<file path="src/logic/pocp_pkg.sv">
// Package for the port over-current and high-voltage input block
// Assumes an 8-bit register port and one 10 MHz clock
package pocp_pkg;

  // ==========================================================
  // Register offsets
  localparam logic [9:0] POCP_OFS_DET_EN = 10'h2F9;
  localparam logic [9:0] POCP_OFS_IRQ_EN = 10'h2FA;
  localparam logic [9:0] POCP_OFS_FLAGS = 10'h2FB;
  localparam logic [9:0] POCP_OFS_HV_LEVEL = 10'h33A;
  localparam logic [9:0] POCP_OFS_HV_DIEN = 10'h33B;
  localparam logic [9:0] POCP_OFS_ANALOG = 10'h33D;

  // ==========================================================
  // Field positions
  localparam int POCP_BIT_SUPPLY = 7;
  localparam int POCP_BIT_PIN5 = 5;
  localparam int POCP_BIT_PIN3 = 3;
  localparam int POCP_BIT_PIN1 = 1;
  localparam int POCP_BIT_HV = 0;
  localparam int POCP_BIT_TEST_OVR = 7;
  localparam int POCP_BIT_DIRECT = 4;
  localparam int POCP_BIT_ACONN = 3;
  localparam logic [7:0] POCP_CH_MASK = 8'hAA;
  localparam logic [7:0] POCP_ANALOG_MASK = 8'h98;

  // ==========================================================
  // Reset values
  localparam logic [7:0] POCP_RST_DET_EN = 8'h00;
  localparam logic [7:0] POCP_RST_IRQ_EN = 8'h00;
  localparam logic [7:0] POCP_RST_FLAGS = 8'h00;
  localparam logic [7:0] POCP_RST_HV_DIEN = 8'h00;
  localparam logic [7:0] POCP_RST_ANALOG = 8'h00;

  // ==========================================================
  // Carriers
  typedef struct packed {
    logic [9:0] addr;
    logic [7:0] wdata;
    logic wr;
    logic rd;
  } pocp_bus_req_t;

  typedef struct packed {
    logic [3:0] det_en;
    logic [3:0] oc_evt;
  } pocp_chan_t;

endpackage

</file>
<file path="src/logic/pocp_sync2.sv">
// Two-flop synchroniser for asynchronous pin levels
// Assumes the destination clock is clk with enable ce
`timescale 1ns/10ps
module pocp_sync2 #(
  parameter int WIDTH = 1
) (
  // Clock and reset
  input wire logic clk,
  input wire logic rst_b,
  input wire logic ce,
  // Data
  input wire logic [WIDTH-1:0] async_in,
  output logic [WIDTH-1:0] sync_out
);
  logic [WIDTH-1:0] meta_q;
  logic [WIDTH-1:0] meta_d;
  logic [WIDTH-1:0] sync_q;
  logic [WIDTH-1:0] sync_d;

  always_comb begin
    meta_d = ce ? async_in : meta_q;
    sync_d = ce ? meta_q : sync_q;
  end

  always_ff @(posedge clk) begin
    if (!rst_b) begin
      meta_q <= '0;
      sync_q <= '0;
    end else begin
      meta_q <= meta_d;
      sync_q <= sync_d;
    end
  end

  assign sync_out = sync_q;
endmodule

</file>
<file path="src/logic/pocp_top.sv">
// Over-current protection group and high-voltage input digital path
// Assumes detector outputs and the pin level are asynchronous to clk
//
// How it works
// - Bit 7 of the detector enable register turns the supply output detector on or off.
// - Bits 5, 3 and 1 of that register turn the matching pin detectors on or off.
// - Bits 7, 5, 3 and 1 of the interrupt enable register enable each channel's request.
// - With its enable clear a channel still records its flag but raises no request.
// - A channel's flag sets when its detector reports over-current and holds until cleared.
// - The three pin channels set their flags independently of each other.
// - The input bit reads the synchronised pin when digital input is on and analog is off.
// - In any other combination the input bit reads one.
// - The input level register is read-only and ignores writes.
// - Bit 0 of the digital input enable register turns the pin's input buffer on or off.
// - With analog on the buffer is off in run mode without the test override and follows the enable in stop mode.
// - Writing one to a flag bit clears it and writing zero leaves it alone.
// - With analog on, the test override forces the buffer on in run mode unless direct connection is chosen.
`timescale 1ns/10ps
module pocp_top
  import pocp_pkg::*;
#(
  parameter int NCH = 4
) (
  // Clock, reset, enable
  input wire logic clk,
  input wire logic rst_b,
  input wire logic ce,
  // Register port
  input wire logic [9:0] reg_addr,
  input wire logic [7:0] reg_wdata,
  input wire logic reg_wr,
  input wire logic reg_rd,
  output logic [7:0] reg_rdata,
  // Detectors: index 3 supply, 2 pin 5, 1 pin 3, 0 pin 1
  input wire logic [NCH-1:0] oc_detect,
  output logic [NCH-1:0] oc_detector_on,
  // High-voltage pin and mode
  input wire logic hv_pin,
  input wire logic stop_mode,
  output logic hv_input_buffer_on,
  output logic analog_connected,
  // Interrupt
  output logic oc_irq
);

  // ==========================================================
  // Decode helpers
  function automatic logic hit(input logic [9:0] a, input logic [9:0] ofs);
    hit = (a == ofs);
  endfunction

  function automatic logic [NCH-1:0] chans(input logic [7:0] r);
    chans = {r[POCP_BIT_SUPPLY], r[POCP_BIT_PIN5], r[POCP_BIT_PIN3], r[POCP_BIT_PIN1]};
  endfunction

  function automatic logic [7:0] spread(input logic [NCH-1:0] c);
    logic [7:0] r;
    r = 8'h00;
    r[POCP_BIT_SUPPLY] = c[3];
    r[POCP_BIT_PIN5] = c[2];
    r[POCP_BIT_PIN3] = c[1];
    r[POCP_BIT_PIN1] = c[0];
    spread = r;
  endfunction

  pocp_bus_req_t req;
  assign req = '{addr: reg_addr, wdata: reg_wdata, wr: reg_wr, rd: reg_rd};

  // ==========================================================
  // Synchronisers; detector levels and pin come from outside
  logic [NCH-1:0] det_s;
  logic pin_s;

  pocp_sync2 #(.WIDTH(NCH+1)) u_sync (
    .clk(clk),
    .rst_b(rst_b),
    .ce(ce),
    .async_in({oc_detect, hv_pin}),
    .sync_out({det_s, pin_s})
  );

  // ==========================================================
  // Registers
  logic [7:0] det_en_q, det_en_d;
  logic [7:0] irq_en_q, irq_en_d;
  logic [7:0] flags_q, flags_d;
  logic [7:0] dien_q, dien_d;
  logic [7:0] analog_q, analog_d;
  logic [NCH-1:0] det_prev_q, det_prev_d;
  logic [7:0] rdata_q, rdata_d;
  logic irq_q, irq_d;
  logic buf_q, buf_d;
  logic aconn_q, aconn_d;
  logic [NCH-1:0] det_on_q, det_on_d;
  logic [NCH-1:0] rise;
  logic [NCH-1:0] evt;
  logic [NCH-1:0] clr;
  logic level_bit;
  logic wr_flags;
  pocp_chan_t ch;

  // Event on rising detector level while that detector is on
  assign rise = det_s & ~det_prev_q;
  assign ch = '{det_en: chans(det_en_q), oc_evt: rise};
  assign wr_flags = req.wr && hit(req.addr, POCP_OFS_FLAGS);
  assign clr = wr_flags ? chans(req.wdata) : '0;

  genvar g;
  generate
    for (g = 0; g < NCH; g++) begin : g_ch
      assign evt[g] = ch.det_en[g] & ch.oc_evt[g];
    end
  endgenerate

  // Pin level reads one unless digital path selected
  assign level_bit = (dien_q[POCP_BIT_HV] && !analog_q[POCP_BIT_ACONN]) ? pin_s : 1'b1;

  always_comb begin
    det_en_d = det_en_q;
    irq_en_d = irq_en_q;
    dien_d = dien_q;
    analog_d = analog_q;
    flags_d = flags_q;
    det_prev_d = det_prev_q;
    rdata_d = rdata_q;
    irq_d = irq_q;
    buf_d = buf_q;
    aconn_d = aconn_q;
    det_on_d = det_on_q;
    if (ce) begin
      det_prev_d = det_s;
      rdata_d = 8'h00;
      // Writes accepted whenever ce is high, no mode gating
      if (req.wr) begin
        if (hit(req.addr, POCP_OFS_DET_EN)) begin
          det_en_d = req.wdata & POCP_CH_MASK;
        end
        if (hit(req.addr, POCP_OFS_IRQ_EN)) begin
          irq_en_d = req.wdata & POCP_CH_MASK;
        end
        if (hit(req.addr, POCP_OFS_HV_DIEN)) begin
          dien_d = {7'h00, req.wdata[POCP_BIT_HV]};
        end
        if (hit(req.addr, POCP_OFS_ANALOG)) begin
          analog_d = req.wdata & POCP_ANALOG_MASK;
        end
        // Level register has no write path
      end
      // Set wins over a clear in the same cycle
      flags_d = (flags_q & ~spread(clr)) | spread(evt);
      if (req.rd) begin
        unique case (1'b1)
          hit(req.addr, POCP_OFS_DET_EN): rdata_d = det_en_q;
          hit(req.addr, POCP_OFS_IRQ_EN): rdata_d = irq_en_q;
          hit(req.addr, POCP_OFS_FLAGS): rdata_d = flags_q;
          hit(req.addr, POCP_OFS_HV_LEVEL): rdata_d = {7'h00, level_bit};
          hit(req.addr, POCP_OFS_HV_DIEN): rdata_d = dien_q;
          hit(req.addr, POCP_OFS_ANALOG): rdata_d = analog_q;
          default: rdata_d = 8'h00;
        endcase
      end
      // Flags kept even when masked; only the request is gated
      irq_d = |(chans(flags_q) & chans(irq_en_q));
      det_on_d = chans(det_en_q);
      aconn_d = analog_q[POCP_BIT_ACONN];
      if (!analog_q[POCP_BIT_ACONN]) begin
        buf_d = dien_q[POCP_BIT_HV];
      end else if (stop_mode) begin
        buf_d = dien_q[POCP_BIT_HV];
      end else begin
        // Test override keeps open-input detection usable
        buf_d = analog_q[POCP_BIT_TEST_OVR] && !analog_q[POCP_BIT_DIRECT];
      end
    end
  end

  always_ff @(posedge clk) begin
    if (!rst_b) begin
      det_en_q <= POCP_RST_DET_EN;
      irq_en_q <= POCP_RST_IRQ_EN;
      flags_q <= POCP_RST_FLAGS;
      dien_q <= POCP_RST_HV_DIEN;
      analog_q <= POCP_RST_ANALOG;
      det_prev_q <= '0;
      rdata_q <= 8'h00;
      irq_q <= 1'b0;
      buf_q <= 1'b0;
      aconn_q <= 1'b0;
      det_on_q <= '0;
    end else begin
      det_en_q <= det_en_d;
      irq_en_q <= irq_en_d;
      flags_q <= flags_d;
      dien_q <= dien_d;
      analog_q <= analog_d;
      det_prev_q <= det_prev_d;
      rdata_q <= rdata_d;
      irq_q <= irq_d;
      buf_q <= buf_d;
      aconn_q <= aconn_d;
      det_on_q <= det_on_d;
    end
  end

  assign reg_rdata = rdata_q;
  assign oc_irq = irq_q;
  assign hv_input_buffer_on = buf_q;
  assign analog_connected = aconn_q;
  assign oc_detector_on = det_on_q;

  // ==========================================================
  // Checks
  property p_det_on;
    @(posedge clk) disable iff (!rst_b)
      ce |=> oc_detector_on == chans($past(det_en_q));
  endproperty
  a_det_on: assert property (p_det_on) else $error("detector enable mismatch");

  property p_pin_det;
    @(posedge clk) disable iff (!rst_b)
      (ce && req.wr && hit(req.addr, POCP_OFS_DET_EN)) |=> det_en_q[POCP_BIT_PIN5] == $past(reg_wdata[5]);
  endproperty
  a_pin_det: assert property (p_pin_det) else $error("pin detector enable not stored");

  property p_irq_en_mask;
    @(posedge clk) disable iff (!rst_b)
      (irq_en_q & ~POCP_CH_MASK) == 8'h00;
  endproperty
  a_irq_en_mask: assert property (p_irq_en_mask) else $error("irq enable bad bits");

  property p_masked;
    @(posedge clk) disable iff (!rst_b)
      (ce && irq_en_q == 8'h00) |=> !oc_irq;
  endproperty
  a_masked: assert property (p_masked) else $error("masked flag raised irq");

  property p_flag_set;
    @(posedge clk) disable iff (!rst_b)
      (ce && evt[3]) |=> flags_q[POCP_BIT_SUPPLY];
  endproperty
  a_flag_set: assert property (p_flag_set) else $error("supply flag not set");

  property p_flag_indep;
    @(posedge clk) disable iff (!rst_b)
      (ce && !evt[1] && !clr[1] && !flags_q[POCP_BIT_PIN3]) |=> !flags_q[POCP_BIT_PIN3];
  endproperty
  a_flag_indep: assert property (p_flag_indep) else $error("pin flag set without event");

  property p_read_one;
    @(posedge clk) disable iff (!rst_b)
      (ce && req.rd && hit(req.addr, POCP_OFS_HV_LEVEL) && analog_q[POCP_BIT_ACONN])
        |=> reg_rdata == 8'h01;
  endproperty
  a_read_one: assert property (p_read_one) else $error("input bit not one");

  property p_w1c;
    @(posedge clk) disable iff (!rst_b)
      (ce && wr_flags && reg_wdata[POCP_BIT_PIN1] && !evt[0]) |=> !flags_q[POCP_BIT_PIN1];
  endproperty
  a_w1c: assert property (p_w1c) else $error("flag not cleared by one");

  property p_run_analog;
    @(posedge clk) disable iff (!rst_b)
      (ce && analog_q[POCP_BIT_ACONN] && !stop_mode && !analog_q[POCP_BIT_TEST_OVR])
        |=> !hv_input_buffer_on;
  endproperty
  a_run_analog: assert property (p_run_analog) else $error("buffer on in run analog");

  property p_override;
    @(posedge clk) disable iff (!rst_b)
      (ce && analog_q == 8'h88 && !stop_mode) |=> hv_input_buffer_on;
  endproperty
  a_override: assert property (p_override) else $error("test override ignored");

  property p_irq_any;
    @(posedge clk) disable iff (!rst_b)
      (ce && |(chans(flags_q) & chans(irq_en_q))) |=> oc_irq;
  endproperty
  a_irq_any: assert property (p_irq_any) else $error("enabled flag gave no irq");

  property p_irq_en_store;
    @(posedge clk) disable iff (!rst_b)
      (ce && req.wr && hit(req.addr, POCP_OFS_IRQ_EN))
        |=> irq_en_q == ($past(reg_wdata) & POCP_CH_MASK);
  endproperty
  a_irq_en_store: assert property (p_irq_en_store) else $error("irq enable not stored");

  property p_flag_hold;
    @(posedge clk) disable iff (!rst_b)
      (ce && flags_q[POCP_BIT_SUPPLY] && !clr[3]) |=> flags_q[POCP_BIT_SUPPLY];
  endproperty
  a_flag_hold: assert property (p_flag_hold) else $error("supply flag lost");

  property p_held_once;
    @(posedge clk) disable iff (!rst_b)
      (ce && det_s[3] && det_prev_q[3] && !flags_q[POCP_BIT_SUPPLY]) |=> !flags_q[POCP_BIT_SUPPLY];
  endproperty
  a_held_once: assert property (p_held_once) else $error("held level set flag again");

  property p_disabled;
    @(posedge clk) disable iff (!rst_b)
      (ce && !det_en_q[POCP_BIT_PIN5] && !flags_q[POCP_BIT_PIN5]) |=> !flags_q[POCP_BIT_PIN5];
  endproperty
  a_disabled: assert property (p_disabled) else $error("disabled detector set flag");

  property p_w1c_zero;
    @(posedge clk) disable iff (!rst_b)
      (ce && wr_flags && !reg_wdata[POCP_BIT_PIN5] && flags_q[POCP_BIT_PIN5])
        |=> flags_q[POCP_BIT_PIN5];
  endproperty
  a_w1c_zero: assert property (p_w1c_zero) else $error("zero write cleared flag");

  property p_read_pin;
    @(posedge clk) disable iff (!rst_b)
      (ce && req.rd && hit(req.addr, POCP_OFS_HV_LEVEL) && dien_q[POCP_BIT_HV] && !analog_q[POCP_BIT_ACONN])
        |=> reg_rdata == {7'h00, $past(pin_s)};
  endproperty
  a_read_pin: assert property (p_read_pin) else $error("input bit not pin level");

  property p_level_ro;
    @(posedge clk) disable iff (!rst_b)
      (ce && req.wr && hit(req.addr, POCP_OFS_HV_LEVEL))
        |=> $stable(det_en_q) && $stable(irq_en_q) && $stable(dien_q) && $stable(analog_q);
  endproperty
  a_level_ro: assert property (p_level_ro) else $error("level write changed state");

  property p_buf_digital;
    @(posedge clk) disable iff (!rst_b)
      (ce && !analog_q[POCP_BIT_ACONN]) |=> hv_input_buffer_on == $past(dien_q[POCP_BIT_HV]);
  endproperty
  a_buf_digital: assert property (p_buf_digital) else $error("buffer not following enable");

  property p_stop_analog;
    @(posedge clk) disable iff (!rst_b)
      (ce && analog_q[POCP_BIT_ACONN] && stop_mode) |=> hv_input_buffer_on == $past(dien_q[POCP_BIT_HV]);
  endproperty
  a_stop_analog: assert property (p_stop_analog) else $error("stop buffer not following enable");

  property p_freeze;
    @(posedge clk) disable iff (!rst_b)
      !ce |=> $stable(flags_q) && $stable(reg_rdata) && $stable(oc_irq) && $stable(det_en_q);
  endproperty
  a_freeze: assert property (p_freeze) else $error("state moved with enable low");

endmodule

</file>
<file path="config.mk">
export PLATFORM = sky130hd
export DESIGN_NAME = pocp_top
export DESIGN_NICKNAME = d
export VERILOG_FILES = /design/src/logic/pocp_pkg.sv /design/src/logic/pocp_sync2.sv /design/src/logic/pocp_top.sv
export SDC_FILE = /design/constraint.sdc
export NUM_CORES = 1
export LEC_CHECK = 0
export ABC_AREA = 0
export BUFFER_PORTS_ARGS = -buffer_cell sky130_fd_sc_hd__clkbuf_2
export CAP_MARGIN = 25
export CELL_PAD_IN_SITES_DETAIL_PLACEMENT = 1
export CELL_PAD_IN_SITES_GLOBAL_PLACEMENT = 1
export CORE_MARGIN = 10
export CORE_UTILIZATION = 40
export DETAILED_ROUTE_END_ITERATION = 8
export GPL_TIMING_DRIVEN = 0
export PLACE_DENSITY = 0.86
export SLEW_MARGIN = 20
export SYNTH_ARGS = -nofsm -noshare
export SYNTH_HDL_FRONTEND = slang
export SYNTH_HIERARCHICAL = 1
export SYNTH_SLANG_ARGS = --single-unit
export TNS_END_PERCENT = 1
</file>
<file path="constraint.sdc">
create_clock -name clk -period 1.55 [get_ports clk]
set_input_delay 0.155 -clock clk [delete_from_list [all_inputs] [get_ports clk]]
set_output_delay 0.155 -clock clk [all_outputs]
set_load 0.01 [all_outputs]
</file>
# == Word-level counts from Yosys, hierarchy flattened ==
# Cells that the tools add are included.
# op_classes
mul,0
n_lt_le_gt_ge,0
bitwise,10
add_sub_neg,0
div_mod_pow,0
n_eq_ne,6
reduce_logical,10
n_shift,0
n_mux,6
# ops
cell,n
$eq 10x10->1 const B,6
$pmux 8 s6,1
$reduce_and 3->1,4
$and 4x4->4,2
$and 8x8->8,1
$mux 8,1
$not 8->8,1
$or 8x8->8,1
$and 1x1->1,4
$mux 4,1
$not 4->4,1
$reduce_or 4->1,1
$logic_and 1x1->1,3
$mux 1,3
$logic_not 1->1,2
# word_totals
latch_bits,0
word_cells,45
romBits,0
memories,0
mem_bits_rw,0
output_inout_bits,15
reg_bits,49
in_bits,29

# == Longest topological paths before layout ==
# depth
ltp_word,6
depth_mapped,5
mapped_depth_nobuf,4

# == By module ==
# Netlist, hierarchy kept.
# modules_own_cells
module,cells_each,n_inst,area_each_um2,seq_area_each_um2
pocp_top,172,1,1605.3,660.6
pocp_sync2,31,1,374.1,200.2

# == Worst setup path before layout ==
# No wires, ideal clock.
# synth_timing
path_kind,input to register
startpoint,input reg_addr[8]
endpoint,register det_en_q[1]
slack_ns,0.205
n_path_buf,1
cell_stages,5
t_required_ns,1.432
arrival_time_ns,1.226
setup_ns,0.118
path_cell_list,and3b_2 > nand3_4 > or4b_4 > buf_6 > mux2i_1
# synth_between
elab_chain_cells,2
# synth_lines
element,line,rtl
"start, declared",pocp_top.sv:29,"input wire logic [9:0] reg_addr,"
$eq 10x10->1,pocp_top.sv:49,hit = (a == ofs);
$reduce_and 3->1 (no source line),n/a,
"end signal, assigned",pocp_top.sv:191,det_en_q <= det_en_d;
"end, declared",pocp_top.sv:84,"logic [7:0] det_en_q, det_en_d;"
# Every way passes these cells.
# A chain may end at the register's enable or synchronous reset.

# == Worst setup path after layout ==
# layout_timing
startpoint,input rst_b
endpoint,register det_prev_q[2]
# layout_lines
element,line,rtl
"start, declared",pocp_top.sv:26,"input wire logic rst_b,"
"end signal, assigned",pocp_top.sv:196,det_prev_q <= det_prev_d;
"end, declared",pocp_top.sv:89,"logic [NCH-1:0] det_prev_q, det_prev_d;"
# No word-level cell between the ends.

==> metrics.csv <==
stage,metric,value,unit
power,Pwr per Cell Area,858,nW/um2
worst_setup_path,critical path launch point type,primary input,
final_layout,Inserted Diodes,0,
floorplan,Top Ports,44,
synth,top-area cell type share of the netlist area,43.5,%
final_layout,multi-input logic area,1010,um2
floorplan,Die Area,8160,um2
floorplan,FP Rows,25,
final_layout,fill count,585,
worst_setup_path,crit path capture type,flop,
outcome,outcome,finished clean,
clock_network,CTS tree,done,
worst_setup_path,Worst Setup SP,rst_b,
sta,Slew HR,55.5,%
sta,final number of setup-violating endpoints,0,
synth,Post-Syn Area,1980,um2
worst_setup_path,WP data required,1.73,ns
final_layout,Post-Layout Cell Count,316,
worst_setup_path,"Arr. time, crit path",1.52,ns
clock_network,H-tree lvl count,2,
floorplan,Die Height,90.3,um
synth,top post-synthesis cells by area,"dfxtp_1 43%, mux2i_1 16%, nor2b_1 3.8%",
clock_network,buffer type at the clock tree root,clkbuf_8,
global_route,largest net degree at the start of global routing,14,
final_layout,Area Overhead vs Synth,18.3,%
synth,post-synthesis cell type count,43,
power,worst vdd ir,0.594,mV
floorplan,die width,90.3,um
synth,post-synth top area cell,dfxtp_1,
sta,f_max,0.747,GHz
worst_setup_path,reg2reg setup slack,0.23,ns
worst_setup_path,worst reg2reg startpoint,analog_q[3],
sta,worst setup margin,0.212,ns
synth,Synthesis Warnings,6,
synth,number of synthesized flops with an enable pin,0,
synth,ys async rst share,0,%
detailed_routing,Post-DRT Antenna Nets,0,
final_layout,"most common cell after layout, fill and taps aside",dfxtp_1,
worst_setup_path,CP cell instances,clkbuf_2 -> clkbuf_1 -> inv_1 -> clkbuf_1 -> clkbuf_2 -> nor2_1,
synth,Post-Synth Simple-Gate Area,22.4,%
place,Inst Count DP,309,
worst_setup_path,critical path's slowest cell,clkbuf_1,
clock_network,clk_lat worst skew,0.30,ns
worst_setup_path,crit-path max FO,11,
synth,"Avg Cell Area, Syn",9.75,um2
final_layout,layout cells sized above 1,26.5,%
worst_setup_path,crit path kind,in2reg,
sta,clock skew,0.00818,ns
clock_network,clk buf depth,2,
clock_network,CTS Buf Count,5,
place,DP HPWL,4050,um
clock_network,clock-pin slew on the worst setup and hold paths,0.08,ns
synth,gate count of the mapped netlist,203,
synth,Main synth FF type,dfxtp_1,
place,global placement routability congestion,0.893,
sta,RSZ-0062 raised after global routing,false,
global_route,vias in the first global route,1738,
synth,Compound-Gate Fraction of Synth Area,9.86,%
clock_network,clk sinks,43,
worst_setup_path,CP endpoint,det_prev_q[2],
sta,post-route clock period utilization,86.3,%
final_layout,most frequent cells in the layout,"43 x dfxtp_1, 40 x clkbuf_2, 31 x mux2i_1",
detailed_routing,drt pass-1 iters,4,
synth,post-synthesis mux area share,18.5,%
detailed_routing,post-DR vias/cell,5.13,
worst_setup_path,Max stage delay on crit path,0.43,ns
job,Max Cap Viol,0,
synth,XOR/XNOR Fraction of Synth Area,0,%
worst_setup_path,Worst R2R End,reg_rdata[0],
power,Leak,1.02,nW
detailed_routing,initial drt markers,59,
worst_setup_path,FF-to-FF path depth,4,
global_route,global-route wire length before repair,8680,um
synth,Yosys reg bits,43,
sta,Slew @ Worst Pin,0.668,ns
clock_network,cts hold-fix bufs,0,
final_layout,register area,861,um2
sta,Final min period,1.34,ns
synth,largest family of logic cells by synthesized area,simple AND/OR/NAND/NOR gates,
detailed_routing,Routed Wire Length,5050,um
global_route,total track usage,13.1,%
global_route,initial antenna violation count,0,
global_route,total global routing overflow,0,
floorplan,effective utilization at floorplan,41.6,%
place,# port buffers,38,
detailed_routing,WL/cell,16.0,um
floorplan,Core Area,4750,um2
detailed_routing,drt drc,0,
hold_path,Worst Hold Class,in2reg,
synth,Synth Area in Adders,0,%
sta,Max Transition Viols Final,0,
sta,Final Hold Fails,0,
final_layout,Nets,278,
synth,post-synthesis sequential area ratio,43.5,%
detailed_routing,Vias,1621,
final_layout,final core utilization,49.2,%
place,pre-CTS WS,-0.294,ns
==> worst min-delay path by stage <==
stage | slack (ns) | end | startpoint | cells after the start
2_1_floorplan | 0.28 | u_sync/meta_q[0] | rst_b | 1
3_3_place_gp | 0.40 | dien_q[0] | reg_wdata[0] | 3
3_5_place_dp | 0.42 | analog_q[4] | reg_wdata[4] | 3
4_1_cts | 0.09 | analog_q[4] | reg_wdata[4] | 3
5_1_grt | 0.11 | u_sync/meta_q[4] | oc_detect[3] | 3
6_report | 0.1 | analog_q[4] | reg_wdata[4] | 3
==> critical path: cells and delay by family <==
kind                   cells  cell delay, ns
buffers and inverters      5            1.27
AND/OR/NAND/NOR            1            0.08
==> state kept, by name, indices dropped and copies added, names as in the netlist, 3 cells and up <==
signal / cells
det_en_q: 4
irq_en_q: 4
oc_detector_on: 4
reg_rdata: 6
u_sync/sync_out: 5
u_sync/meta_q: 5
flags_q: 4
analog_q: 3
det_prev_q: 4
==> area by class of cell <==
| type | count | share of cell area (%) |
|---|---|---|
| multi-input combinational | 139 | 43.2 |
| sequential | 43 | 36.8 |
| timing repair buffer | 38 | 8.12 |
| tap | 67 | 3.58 |
| buffer | 14 | 3.47 |
| clock buffer | 5 | 2.94 |
| inverter | 8 | 1.28 |
| clock inverter | 2 | 0.588 |
==> power breakdown <==
part	switching (W)	total (W)	internal, W
Combinational	0.000106	0.000187	0.0000804
Clock	0.000385	0.000693	0.000308
Sequential	0.00000886	0.00113	0.00112
==> timing repair <==
item                       in CTS  in global routing
gates resized for setup         0                  1
setup endpoints to repair       0                 10
setup buffers                   0                  0
==> cell families after synthesis <==
group,after synthesis
multiplexers,36
AND/OR/NAND/NOR,71
buffers and inverters,22
AO/OA/AOI/OAI,30
flip-flops,43
other,1
==> routing by layer <==
| metal | track usage, % | part of all wire (%) | vias up | wire length, um |
|---|---|---|---|---|
| li1 | - | - | 811 | - |
| met1 | 15.2 | 45 | 768 | 2280 |
| met2 | 21.2 | 49 | 35 | 2480 |
| met3 | 4.16 | 4.2 | 7 | 213 |
| met4 | 6.23 | 1.7 | 0 | 87 |
| met5 | 0 | 0 | - | 0 |
==> cell usage after synthesis (2+ instances only) <==
library cell / number
nor2b_1: 12
o41ai_1: 2
buf_4: 2
nand2_1: 15
clkbuf_1: 5
o21ai_0: 7
and2_1: 2
dfxtp_1: 43
a21oi_1: 6
a22o_1: 2
nand3_1: 4
or4_1: 2
a22oi_1: 6
mux2i_1: 31
nand4_1: 2
mux2_2: 5
nand4b_1: 5
nor2_1: 15
o22ai_1: 3
buf_2: 3
inv_1: 8
buf_6: 2
==> metrics by stage <==
| stage | hold slack (ns) | TNS, ns | cell area (um2) | total power (W) |
|---|---|---|---|---|
| finish | 0.0990 | 0 | 2340 | 0.00201 |
| global route | 0.109 | 0 | 2340 | 0.00210 |
| CTS | 0.0931 | 0 | 2340 | 0.00204 |
| detailed placement | 0.417 | -2.74 | 2260 | 0.00134 |
| global placement | 0.401 | -2.30 | 2260 | 0.00134 |
| floorplan | 0.283 | 0 | 1980 | 0.00127 |
Note: power is estimated with default switching activity, not from simulation.
